--- config.mk ---
export PLATFORM = sky130hd
export DESIGN_NAME = gpmux_top
export DESIGN_NICKNAME = d
export VERILOG_FILES = /design/src/gpmux_pkg.sv /design/src/gpmux_pin_sel.sv /design/src/gpmux_top.sv
export VERILOG_INCLUDE_DIRS = /design/src
export SDC_FILE = /design/constraint.sdc
export NUM_CORES = 1
export LEC_CHECK = 0
export ABC_AREA = 1
export ABC_CLOCK_PERIOD_IN_PS = 2200
export BUFFER_PORTS_ARGS = -buffer_cell sky130_fd_sc_hd__buf_4
export CAP_MARGIN = 5
export CORE_ASPECT_RATIO = 0.75
export CORE_MARGIN = 2
export CORE_UTILIZATION = 55
export CTS_BUF_LIST = sky130_fd_sc_hd__clkbuf_16
export CTS_CLUSTER_DIAMETER = 40
export DETAILED_ROUTE_END_ITERATION = 16
export HOLD_SLACK_MARGIN = 0.02
export PLACE_DENSITY_LB_ADDON = 0.12
export SYNTH_ARGS = -nofsm -noshare
export SYNTH_HDL_FRONTEND = slang
export SYNTH_SLANG_ARGS = --single-unit
--- constraint.sdc ---
create_clock -name mclk_i -period 2.2 [get_ports mclk_i]
set_input_delay 0.11 -clock mclk_i [delete_from_list [all_inputs] [get_ports mclk_i]]
set_output_delay 0.11 -clock mclk_i [all_outputs]
set_load 0.01 [all_outputs]
--- src/gpmux_defs.svh ---
// register offsets, field positions and code values for the pin output mux
`ifndef GPMUX_DEFS_SVH
`define GPMUX_DEFS_SVH

// ------------------------------------------------------------
// register map (printed offsets are register indices)
// ------------------------------------------------------------
`define GPMUX_IDX_PIN3_CTL    8'h13
`define GPMUX_IDX_PIN4_CTL    8'h14
`define GPMUX_IDX_RX_ENABLE   8'h20
`define GPMUX_IDX_TX0_RXSEL   8'h21
`define GPMUX_IDX_TX1_RXSEL   8'h22
`define GPMUX_IDX_PIN_STATUS  8'h23
`define GPMUX_CTL_RESET       8'h00
`define GPMUX_RXEN_RESET      4'hF
`define GPMUX_TXSEL_RESET     4'hF

// ------------------------------------------------------------
// control field positions
// ------------------------------------------------------------
`define GPMUX_SEL_HI          7
`define GPMUX_SEL_LO          5
`define GPMUX_SRC_HI          4
`define GPMUX_SRC_LO          2
`define GPMUX_VAL_BIT         1
`define GPMUX_EN_BIT          0

// ------------------------------------------------------------
// source classes and selectors
// ------------------------------------------------------------
`define GPMUX_SRC_STATUS      3'h4
`define GPMUX_SRC_RSVD        3'h5
`define GPMUX_SEL_LOCK        3'h4
`define GPMUX_SEL_PASS        3'h5
`define GPMUX_SEL_FV          3'h6
`define GPMUX_SEL_LV          3'h7
`define GPMUX_SEL_LOCAL       3'h0
`define GPMUX_SEL_LOCK_OR     3'h1
`define GPMUX_SEL_LOCK_AND    3'h2
`define GPMUX_SEL_PASS_AND    3'h3
`define GPMUX_SEL_SYNC        3'h4
`define GPMUX_SEL_TPASS_AND   3'h0
`define GPMUX_SEL_TPASS_OR    3'h1
`define GPMUX_SEL_TFRAME      3'h2
`define GPMUX_SEL_TLINE       3'h3
`define GPMUX_SEL_TMERGED     3'h4
`define GPMUX_SEL_TIRQ        3'h5

`endif

--- src/gpmux_pkg.sv ---
// types shared by the pin output mux
package gpmux_pkg;

    // ------------------------------------------------------------
    // per receive port signals
    // ------------------------------------------------------------
    typedef struct packed {
        logic [3:0] remote_pin;
        logic       lock;
        logic       pass;
        logic       frame_valid;
        logic       line_valid;
    } gpmux_rx_t;

    // ------------------------------------------------------------
    // per transmit port signals
    // ------------------------------------------------------------
    typedef struct packed {
        logic frame_active;
        logic line_active;
        logic merged_sync;
        logic irq;
    } gpmux_tx_t;

    // ------------------------------------------------------------
    // one pin control register
    // ------------------------------------------------------------
    typedef struct packed {
        logic [2:0] signal_select;
        logic [2:0] source_class;
        logic       local_value;
        logic       drive_enable;
    } gpmux_ctl_t;

    typedef enum logic [0:0] {
        GPMUX_IDLE = 1'b0,
        GPMUX_DONE = 1'b1
    } gpmux_bus_t;

endpackage : gpmux_pkg

--- src/gpmux_pin_sel.sv ---
// one pin: source class and signal select down to a pin level and enable
`timescale 1ns/1ns
`include "gpmux_defs.svh"

module gpmux_pin_sel
    import gpmux_pkg::*;
(
    // ---- clock and reset
    input  wire logic            mclk_i,
    input  wire logic            rst_n_i,
    // ---- control and sources
    input  wire gpmux_ctl_t      ctl_i,
    input  wire gpmux_rx_t [3:0] rx_i,
    input  wire gpmux_tx_t [1:0] tx_i,
    input  wire logic      [3:0] rx_enable_i,
    input  wire logic      [3:0] tx0_rxsel_i,
    input  wire logic      [3:0] tx1_rxsel_i,
    input  wire logic            sync_pulse_i,
    // ---- pin
    output logic                 pin_o,
    output logic                 pin_oe_o
);

    logic       level_next;
    logic [3:0] lock_v;
    logic [3:0] pass_v;
    logic [3:0] txsel;
    logic       lock_or;
    logic       lock_and;
    logic       pass_and;

    // ------------------------------------------------------------
    // status reductions over enabled ports
    // ------------------------------------------------------------
    genvar g;
    generate
        for (g = 0; g < 4; g = g + 1) begin : g_vec
            assign lock_v[g] = rx_i[g].lock;
            assign pass_v[g] = rx_i[g].pass;
        end
    endgenerate

    // disabled ports count as neutral in an AND, but with no port enabled the AND reads 0
    assign lock_or  = |(lock_v & rx_enable_i);
    assign lock_and = (rx_enable_i != 4'h0) && &(lock_v | ~rx_enable_i);
    assign pass_and = (rx_enable_i != 4'h0) && &(pass_v | ~rx_enable_i);
    assign txsel    = ctl_i.source_class[0] ? tx1_rxsel_i : tx0_rxsel_i;

    // ------------------------------------------------------------
    // selection
    // ------------------------------------------------------------
    always_comb begin
        level_next = 1'b0;
        if (ctl_i.source_class[2] == 1'b0) begin
            case (ctl_i.signal_select)
                `GPMUX_SEL_LOCK: level_next = rx_i[ctl_i.source_class[1:0]].lock;
                `GPMUX_SEL_PASS: level_next = rx_i[ctl_i.source_class[1:0]].pass;
                `GPMUX_SEL_FV:   level_next = rx_i[ctl_i.source_class[1:0]].frame_valid;
                `GPMUX_SEL_LV:   level_next = rx_i[ctl_i.source_class[1:0]].line_valid;
                default:         level_next =
                    rx_i[ctl_i.source_class[1:0]].remote_pin[ctl_i.signal_select[1:0]];
            endcase
        end else if (ctl_i.source_class == `GPMUX_SRC_STATUS) begin
            case (ctl_i.signal_select)
                `GPMUX_SEL_LOCAL:    level_next = ctl_i.local_value;
                `GPMUX_SEL_LOCK_OR:  level_next = lock_or;
                `GPMUX_SEL_LOCK_AND: level_next = lock_and;
                `GPMUX_SEL_PASS_AND: level_next = pass_and;
                `GPMUX_SEL_SYNC:     level_next = sync_pulse_i;
                default:             level_next = 1'b0;
            endcase
        end else if (ctl_i.source_class != `GPMUX_SRC_RSVD) begin
            case (ctl_i.signal_select)
                `GPMUX_SEL_TPASS_AND: level_next = (txsel != 4'h0) && &(pass_v | ~txsel);
                `GPMUX_SEL_TPASS_OR:  level_next = |(pass_v & txsel);
                `GPMUX_SEL_TFRAME:    level_next = tx_i[ctl_i.source_class[0]].frame_active;
                `GPMUX_SEL_TLINE:     level_next = tx_i[ctl_i.source_class[0]].line_active;
                `GPMUX_SEL_TMERGED:   level_next = tx_i[ctl_i.source_class[0]].merged_sync;
                `GPMUX_SEL_TIRQ:      level_next = tx_i[ctl_i.source_class[0]].irq;
                default:              level_next = 1'b0;
            endcase
        end
    end

    // registered so the pin sees no decode glitches; costs one cycle
    always_ff @(posedge mclk_i) begin
        if (!rst_n_i) begin
            pin_o    <= 1'b0;
            pin_oe_o <= 1'b0;
        end else begin
            pin_o    <= ctl_i.drive_enable ? level_next : 1'b0;
            pin_oe_o <= ctl_i.drive_enable;
        end
    end

endmodule : gpmux_pin_sel

--- src/gpmux_top.sv ---
// pin 3 and pin 4 output source multiplexers with an avalon-mm register slave
`timescale 1ns/1ns
`include "gpmux_defs.svh"

module gpmux_top
    import gpmux_pkg::*;
(
    // ---- clock and reset
    input  wire logic            mclk_i,
    input  wire logic            rst_n_i,
    // ---- avalon-mm slave
    input  wire logic [9:0]      avs_address_i,
    input  wire logic            avs_read_i,
    input  wire logic            avs_write_i,
    input  wire logic [31:0]     avs_writedata_i,
    input  wire logic [3:0]      avs_byteenable_i,
    output logic      [31:0]     avs_readdata_o,
    output logic                 avs_waitrequest_o,
    // ---- signal sources
    input  wire gpmux_rx_t [3:0] rx_i,
    input  wire gpmux_tx_t [1:0] tx_i,
    input  wire logic            camera_sync_pulse_i,
    // ---- pins
    output logic                 pin3_o,
    output logic                 pin3_oe_o,
    output logic                 pin4_o,
    output logic                 pin4_oe_o
);

    gpmux_ctl_t  pin3_output_control_reg;
    gpmux_ctl_t  pin4_output_control_reg;
    logic [3:0]  rx_enable_reg;
    logic [3:0]  tx0_rxsel_reg;
    logic [3:0]  tx1_rxsel_reg;
    gpmux_bus_t  bus_state_reg;
    gpmux_bus_t  bus_state_next;
    logic [31:0] readdata_next;
    logic        access;
    logic        wr_take;
    logic [7:0]  idx;

    // ------------------------------------------------------------
    // bus handshake
    // ------------------------------------------------------------
    // one wait cycle per access: the answer lands on the second edge
    assign access            = avs_read_i | avs_write_i;
    assign avs_waitrequest_o = access && (bus_state_reg == GPMUX_IDLE);
    // write commits only at the edge where waitrequest is seen low
    assign wr_take           = avs_write_i && (bus_state_reg == GPMUX_DONE) && avs_byteenable_i[0];
    assign idx               = avs_address_i[9:2];

    always_comb begin
        case (bus_state_reg)
            GPMUX_IDLE: bus_state_next = access ? GPMUX_DONE : GPMUX_IDLE;
            GPMUX_DONE: bus_state_next = GPMUX_IDLE;
            default:    bus_state_next = GPMUX_IDLE;
        endcase
    end

    always_ff @(posedge mclk_i) begin
        if (!rst_n_i) begin
            bus_state_reg <= GPMUX_IDLE;
        end else begin
            bus_state_reg <= bus_state_next;
        end
    end

    // ------------------------------------------------------------
    // control registers
    // ------------------------------------------------------------
    always_ff @(posedge mclk_i) begin
        if (!rst_n_i) begin
            pin3_output_control_reg <= `GPMUX_CTL_RESET;
            pin4_output_control_reg <= `GPMUX_CTL_RESET;
        end else if (wr_take) begin
            if (idx == `GPMUX_IDX_PIN3_CTL) begin
                pin3_output_control_reg <= avs_writedata_i[7:0];
            end
            if (idx == `GPMUX_IDX_PIN4_CTL) begin
                pin4_output_control_reg <= avs_writedata_i[7:0];
            end
        end
    end

    always_ff @(posedge mclk_i) begin
        if (!rst_n_i) begin
            rx_enable_reg <= `GPMUX_RXEN_RESET;
            tx0_rxsel_reg <= `GPMUX_TXSEL_RESET;
            tx1_rxsel_reg <= `GPMUX_TXSEL_RESET;
        end else if (wr_take) begin
            if (idx == `GPMUX_IDX_RX_ENABLE) begin
                rx_enable_reg <= avs_writedata_i[3:0];
            end
            if (idx == `GPMUX_IDX_TX0_RXSEL) begin
                tx0_rxsel_reg <= avs_writedata_i[3:0];
            end
            if (idx == `GPMUX_IDX_TX1_RXSEL) begin
                tx1_rxsel_reg <= avs_writedata_i[3:0];
            end
        end
    end

    // ------------------------------------------------------------
    // read path; unmapped words read as zero
    // ------------------------------------------------------------
    always_comb begin
        readdata_next = 32'h0000_0000;
        case (idx)
            `GPMUX_IDX_PIN3_CTL:   readdata_next[7:0] = pin3_output_control_reg;
            `GPMUX_IDX_PIN4_CTL:   readdata_next[7:0] = pin4_output_control_reg;
            `GPMUX_IDX_RX_ENABLE:  readdata_next[3:0] = rx_enable_reg;
            `GPMUX_IDX_TX0_RXSEL:  readdata_next[3:0] = tx0_rxsel_reg;
            `GPMUX_IDX_TX1_RXSEL:  readdata_next[3:0] = tx1_rxsel_reg;
            `GPMUX_IDX_PIN_STATUS: readdata_next[3:0] = {pin4_oe_o, pin4_o, pin3_oe_o, pin3_o};
            default:               readdata_next = 32'h0000_0000;
        endcase
    end

    always_ff @(posedge mclk_i) begin
        if (!rst_n_i) begin
            avs_readdata_o <= 32'h0000_0000;
        end else if (avs_read_i && (bus_state_reg == GPMUX_IDLE)) begin
            avs_readdata_o <= readdata_next;
        end
    end

    // ------------------------------------------------------------
    // pin multiplexers
    // ------------------------------------------------------------
    gpmux_pin_sel u_pin3 (
        .mclk_i       (mclk_i),
        .rst_n_i      (rst_n_i),
        .ctl_i        (pin3_output_control_reg),
        .rx_i         (rx_i),
        .tx_i         (tx_i),
        .rx_enable_i  (rx_enable_reg),
        .tx0_rxsel_i  (tx0_rxsel_reg),
        .tx1_rxsel_i  (tx1_rxsel_reg),
        .sync_pulse_i (camera_sync_pulse_i),
        .pin_o        (pin3_o),
        .pin_oe_o     (pin3_oe_o)
    );

    gpmux_pin_sel u_pin4 (
        .mclk_i       (mclk_i),
        .rst_n_i      (rst_n_i),
        .ctl_i        (pin4_output_control_reg),
        .rx_i         (rx_i),
        .tx_i         (tx_i),
        .rx_enable_i  (rx_enable_reg),
        .tx0_rxsel_i  (tx0_rxsel_reg),
        .tx1_rxsel_i  (tx1_rxsel_reg),
        .sync_pulse_i (camera_sync_pulse_i),
        .pin_o        (pin4_o),
        .pin_oe_o     (pin4_oe_o)
    );

endmodule : gpmux_top

==> insert_results.sql <==
INSERT INTO impl_metrics (metric_group, metric, value, unit) VALUES
('placed_design', 'dp.final_hpwl', '8220', 'um'),
('synthesis', 'synth-edff-count', '0', ''),
('sta', 'post-route-period-util', '80.0', '%'),
('synthesis', 'ys_types', '35', ''),
('sta', 'timing.final.setup_violations', '0', ''),
('global_routing', 'grt_start_max_net_pins', '22', ''),
('floorplan', 'chipHeight', '73.5', 'um'),
('global_routing', 'globalRouteTotalUtil', '29.9', '%'),
('sta', 'achievable-frequency', '568', 'MHz'),
('synthesis', 'ys_warn_count', '0', ''),
('setup_path', 'critical-path-max-stage-delay', '520', 'ps'),
('synthesis', 'postSynthCellCount', '623', ''),
('setup_path', 'crit_buf_inv', '1', ''),
('setup_path', 'endpoint_kind', 'flop', ''),
('run_status', 'status', 'completed', ''),
('placed_design', 'dp_worst_setup_slack', '463', 'ps'),
('synthesis', 'seq_area_frac_synth', '23.2', '%'),
('sta', 'grt_setup_unrepaired', 'no', ''),
('clock_network', 'cts.sink_count', '41', ''),
('clock_network', 'ctsHoldBuffers', '0', ''),
('synthesis', 'post_synth_main_area_contributors', 'sky130_fd_sc_hd__nand2_1 (24%), sky130_fd_sc_hd__dfxtp_1 (23%), sky130_fd_sc_hd__nand3_1 (9.0%)', ''),
('clock_network', 'path_clk_slew', '60', 'ps'),
('setup_path', 'worst_path_max_delay_cell', 'sky130_fd_sc_hd__dfxtp_1', ''),
('clock_network', 'ctsLongestPathBuffers', '2', ''),
('placed_design', 'place.gp.congestion', '0.989', ''),
('power_and_ir_drop', 'irDropWorstVdd', '0.337', 'mV'),
('sta', 'final-max-slew-violation-count', '0', ''),
('clock_network', 'cts_made_buffers', '5', ''),
('route', 'dr.pass1.iters', '6', ''),
('finish', 'syn_to_final_growth', '17.3', '%'),
('sta', 'setup_tns', '0', 'ps'),
('power_and_ir_drop', 'power_switching', '465', 'uW'),
('placed_design', 'post-place-cells', '761', ''),
('synthesis', 'synth_top_cell_area_share', '24.5', '%'),
('sta', 'fin_ws', '440', 'ps'),
('setup_path', 'critical_path.startpoint_type', 'flop', ''),
('power_and_ir_drop', 'combPwrFrac', '15.5', '%'),
('global_routing', 'grt_pass1_wl', '17300', 'um'),
('run', 'drv.max_cap_violation_count', '0', ''),
('route', 'via_per_inst', '5.38', ''),
('route', 'final_antenna_net_count', '0', ''),
('route', 'remaining_drc_errors', '0', ''),
('floorplan', 'floorplan.die.width', '96.7', 'um'),
('global_routing', 'grt-ovfl-total', '0', ''),
('synthesis', 'yosys_register_bits', '41', ''),
('clock_network', 'post-cts-setup-buffer-count', '0', ''),
('setup_path', 'crit_top_cell', 'sky130_fd_sc_hd__nand2_1', ''),
('setup_path', 'crit_required', '2370', 'ps'),
('global_routing', 'grt_antenna_before_repair', '0', ''),
('setup_path', 'critical_path_peak_fanout', '20', ''),
('global_routing', 'grt_pass1_vias', '3701', ''),
('route', 'detailroute.via_count', '4141', ''),
('sta', 'minimum_clock_period_after_layout', '1760', 'ps'),
('synthesis', 'syn-mean-instance-area', '5.69', 'um2'),
('finish', 'layout.nets', '778', ''),
('sta', 'final.setup_skew', '2.67', 'ps'),
('floorplan', 'rows', '25', ''),
('setup_path', 'crit_type', 'flop to flop', ''),
('clock_network', 'cts-resized-gates', '0', ''),
('floorplan', 'ioPinCount', '128', ''),
('clock_network', 'insertion_delay_of_the_later_clocked_pin_in_the_worst_skew_pair', '280', 'ps'),
('floorplan', 'floorplan.initialDensity', '56.6', '%'),
('power_and_ir_drop', 'netSwitchingFraction', '24.8', '%'),
('power_and_ir_drop', 'total_leakage_power', '2.32', 'nW'),
('route', 'post_drt_wl_per_cell', '13.9', 'um'),
('setup_path', 'critPathArrivalTime', '1930', 'ps'),
('floorplan', 'design.die.area', '7100', 'um2'),
('placed_design', 'port-buffer-count', '74', ''),
('sta', 'tightest_slew', '763', 'ps'),
('synthesis', 'async_flop_share', '0', '%'),
('sta', 'timing.final.hold_violations', '0', '');
cell type report:
cell class                      count  area, um2  share of cell area, %
Sequential cell                    41        821                   19.8
Tap cell                           81        101                   2.44
Clock buffer                        5        125                   3.01
Inverter                           76        293                   7.05
Multi-Input combinational cell    483       2170                   52.3
Timing Repair Buffer               80        601                   14.5
Clock inverter                      3       41.3                  0.994
path summary, 6_finish.rpt:
| check | startpoint | end | slack, ps | cells past startpoint |
|---|---|---|---|---|
| setup / recovery | pin3_output_control_reg[2] | u_pin3.pin_o | 440 | 12 |
| hold reg to reg | pin4_output_control_reg[0] | pin4_output_control_reg[0] | 480 | 2 |
| hold / removal | avs_writedata_i[2] | tx1_rxsel_reg[2] | 80 | 3 |
| setup reg to reg | pin3_output_control_reg[2] | u_pin3.pin_o | 440 | 12 |
logic make-up (layout without fill, tap and decap cells):
kind of cell,count (synthesis),after routing,synth area share (%)
AO/OA/AOI/OAI,94,94,14.8
AND/OR/NAND/NOR,365,365,44.0
buffers and inverters,122,164,17.9
flip-flops,41,41,23.2
other,1,24,0.106
cell usage after synthesis, types with 2 or more instances:
cell type,instances
sky130_fd_sc_hd__nand3_1,64
sky130_fd_sc_hd__nor2_1,47
sky130_fd_sc_hd__buf_2,7
sky130_fd_sc_hd__nand2_2,6
sky130_fd_sc_hd__nor3_4,3
sky130_fd_sc_hd__o21a_1,2
sky130_fd_sc_hd__dfxtp_1,41
sky130_fd_sc_hd__buf_6,8
sky130_fd_sc_hd__a21oi_2,4
sky130_fd_sc_hd__buf_4,27
sky130_fd_sc_hd__o21bai_1,2
sky130_fd_sc_hd__o211ai_1,2
sky130_fd_sc_hd__and2_1,2
sky130_fd_sc_hd__o21ai_0,29
sky130_fd_sc_hd__a21oi_1,42
sky130_fd_sc_hd__o21ai_1,5
sky130_fd_sc_hd__inv_2,10
sky130_fd_sc_hd__nand4_1,3
sky130_fd_sc_hd__clkbuf_1,4
sky130_fd_sc_hd__a22oi_1,2
sky130_fd_sc_hd__o221ai_1,4
sky130_fd_sc_hd__inv_1,64
sky130_fd_sc_hd__nor3_2,3
sky130_fd_sc_hd__nand2_1,231
through the flow:
step           instance area, um2  utilization [%]  power (mW)
5_1_grt                      4150             66.4        1.93
3_5_place_dp                 3990             63.7        1.05
4_1_cts                      4150             66.4        1.87
6_report                     4150             66.4        1.87
2_1_floorplan                3630                -       0.950
3_3_place_gp                 3990             63.7        1.05
metal layers:
| metal | vias up | wire, um | global-route usage, % | part of all wire, % |
|---|---|---|---|---|
| li1 | 2048 | - | - | - |
| met1 | 1861 | 4720 | 42.3 | 44 |
| met2 | 222 | 4740 | 49.0 | 44 |
| met3 | 10 | 1150 | 5.14 | 11 |
| met4 | 0 | 78 | 5.63 | 0.73 |
| met5 | - | 0 | 0 | 0 |
power by group through the flow:
stage	Sequential (mW)	Combinational, mW	Clock [mW]
after floorplan	0.772	0.178	0
after global placement	0.770	0.277	0
after detailed placement	0.770	0.283	0
after CTS	0.754	0.285	0.833
after global routing	0.755	0.321	0.857
final	0.754	0.290	0.830
cells in the final DEF, fill, tap and decap left out, types with 4 or more instances in the layout:
| cell type | n |
|---|---|
| sky130_fd_sc_hd__clkbuf_16 | 5 |
| sky130_fd_sc_hd__inv_1 | 64 |
| sky130_fd_sc_hd__dfxtp_1 | 41 |
| sky130_fd_sc_hd__o21ai_0 | 29 |
| sky130_fd_sc_hd__nand2_1 | 231 |
| sky130_fd_sc_hd__a21oi_1 | 42 |
| sky130_fd_sc_hd__nand2_2 | 6 |
| sky130_fd_sc_hd__nor2_1 | 47 |
| sky130_fd_sc_hd__buf_4 | 80 |
| sky130_fd_sc_hd__nand3_1 | 64 |
| sky130_fd_sc_hd__a21oi_2 | 4 |
| sky130_fd_sc_hd__o221ai_1 | 4 |
| sky130_fd_sc_hd__conb_1 | 24 |
| sky130_fd_sc_hd__inv_2 | 10 |
| sky130_fd_sc_hd__o21ai_1 | 5 |
worst register-to-register path, cell delays in order, from the launching register on:
cell and delay [ps]:
sky130_fd_sc_hd__dfxtp_1 520, sky130_fd_sc_hd__buf_4 320, sky130_fd_sc_hd__nand2_1 90, sky130_fd_sc_hd__nand3_1 80
sky130_fd_sc_hd__nand2_1 80, sky130_fd_sc_hd__nand2_1 60, sky130_fd_sc_hd__nand2_1 70, sky130_fd_sc_hd__nor2_1 110
sky130_fd_sc_hd__nand2_1 70, sky130_fd_sc_hd__nand2_1 100, sky130_fd_sc_hd__nand2_1 60, sky130_fd_sc_hd__nand2_1 50
sky130_fd_sc_hd__nor2_1 30
(Power assumes the default switching activity.)
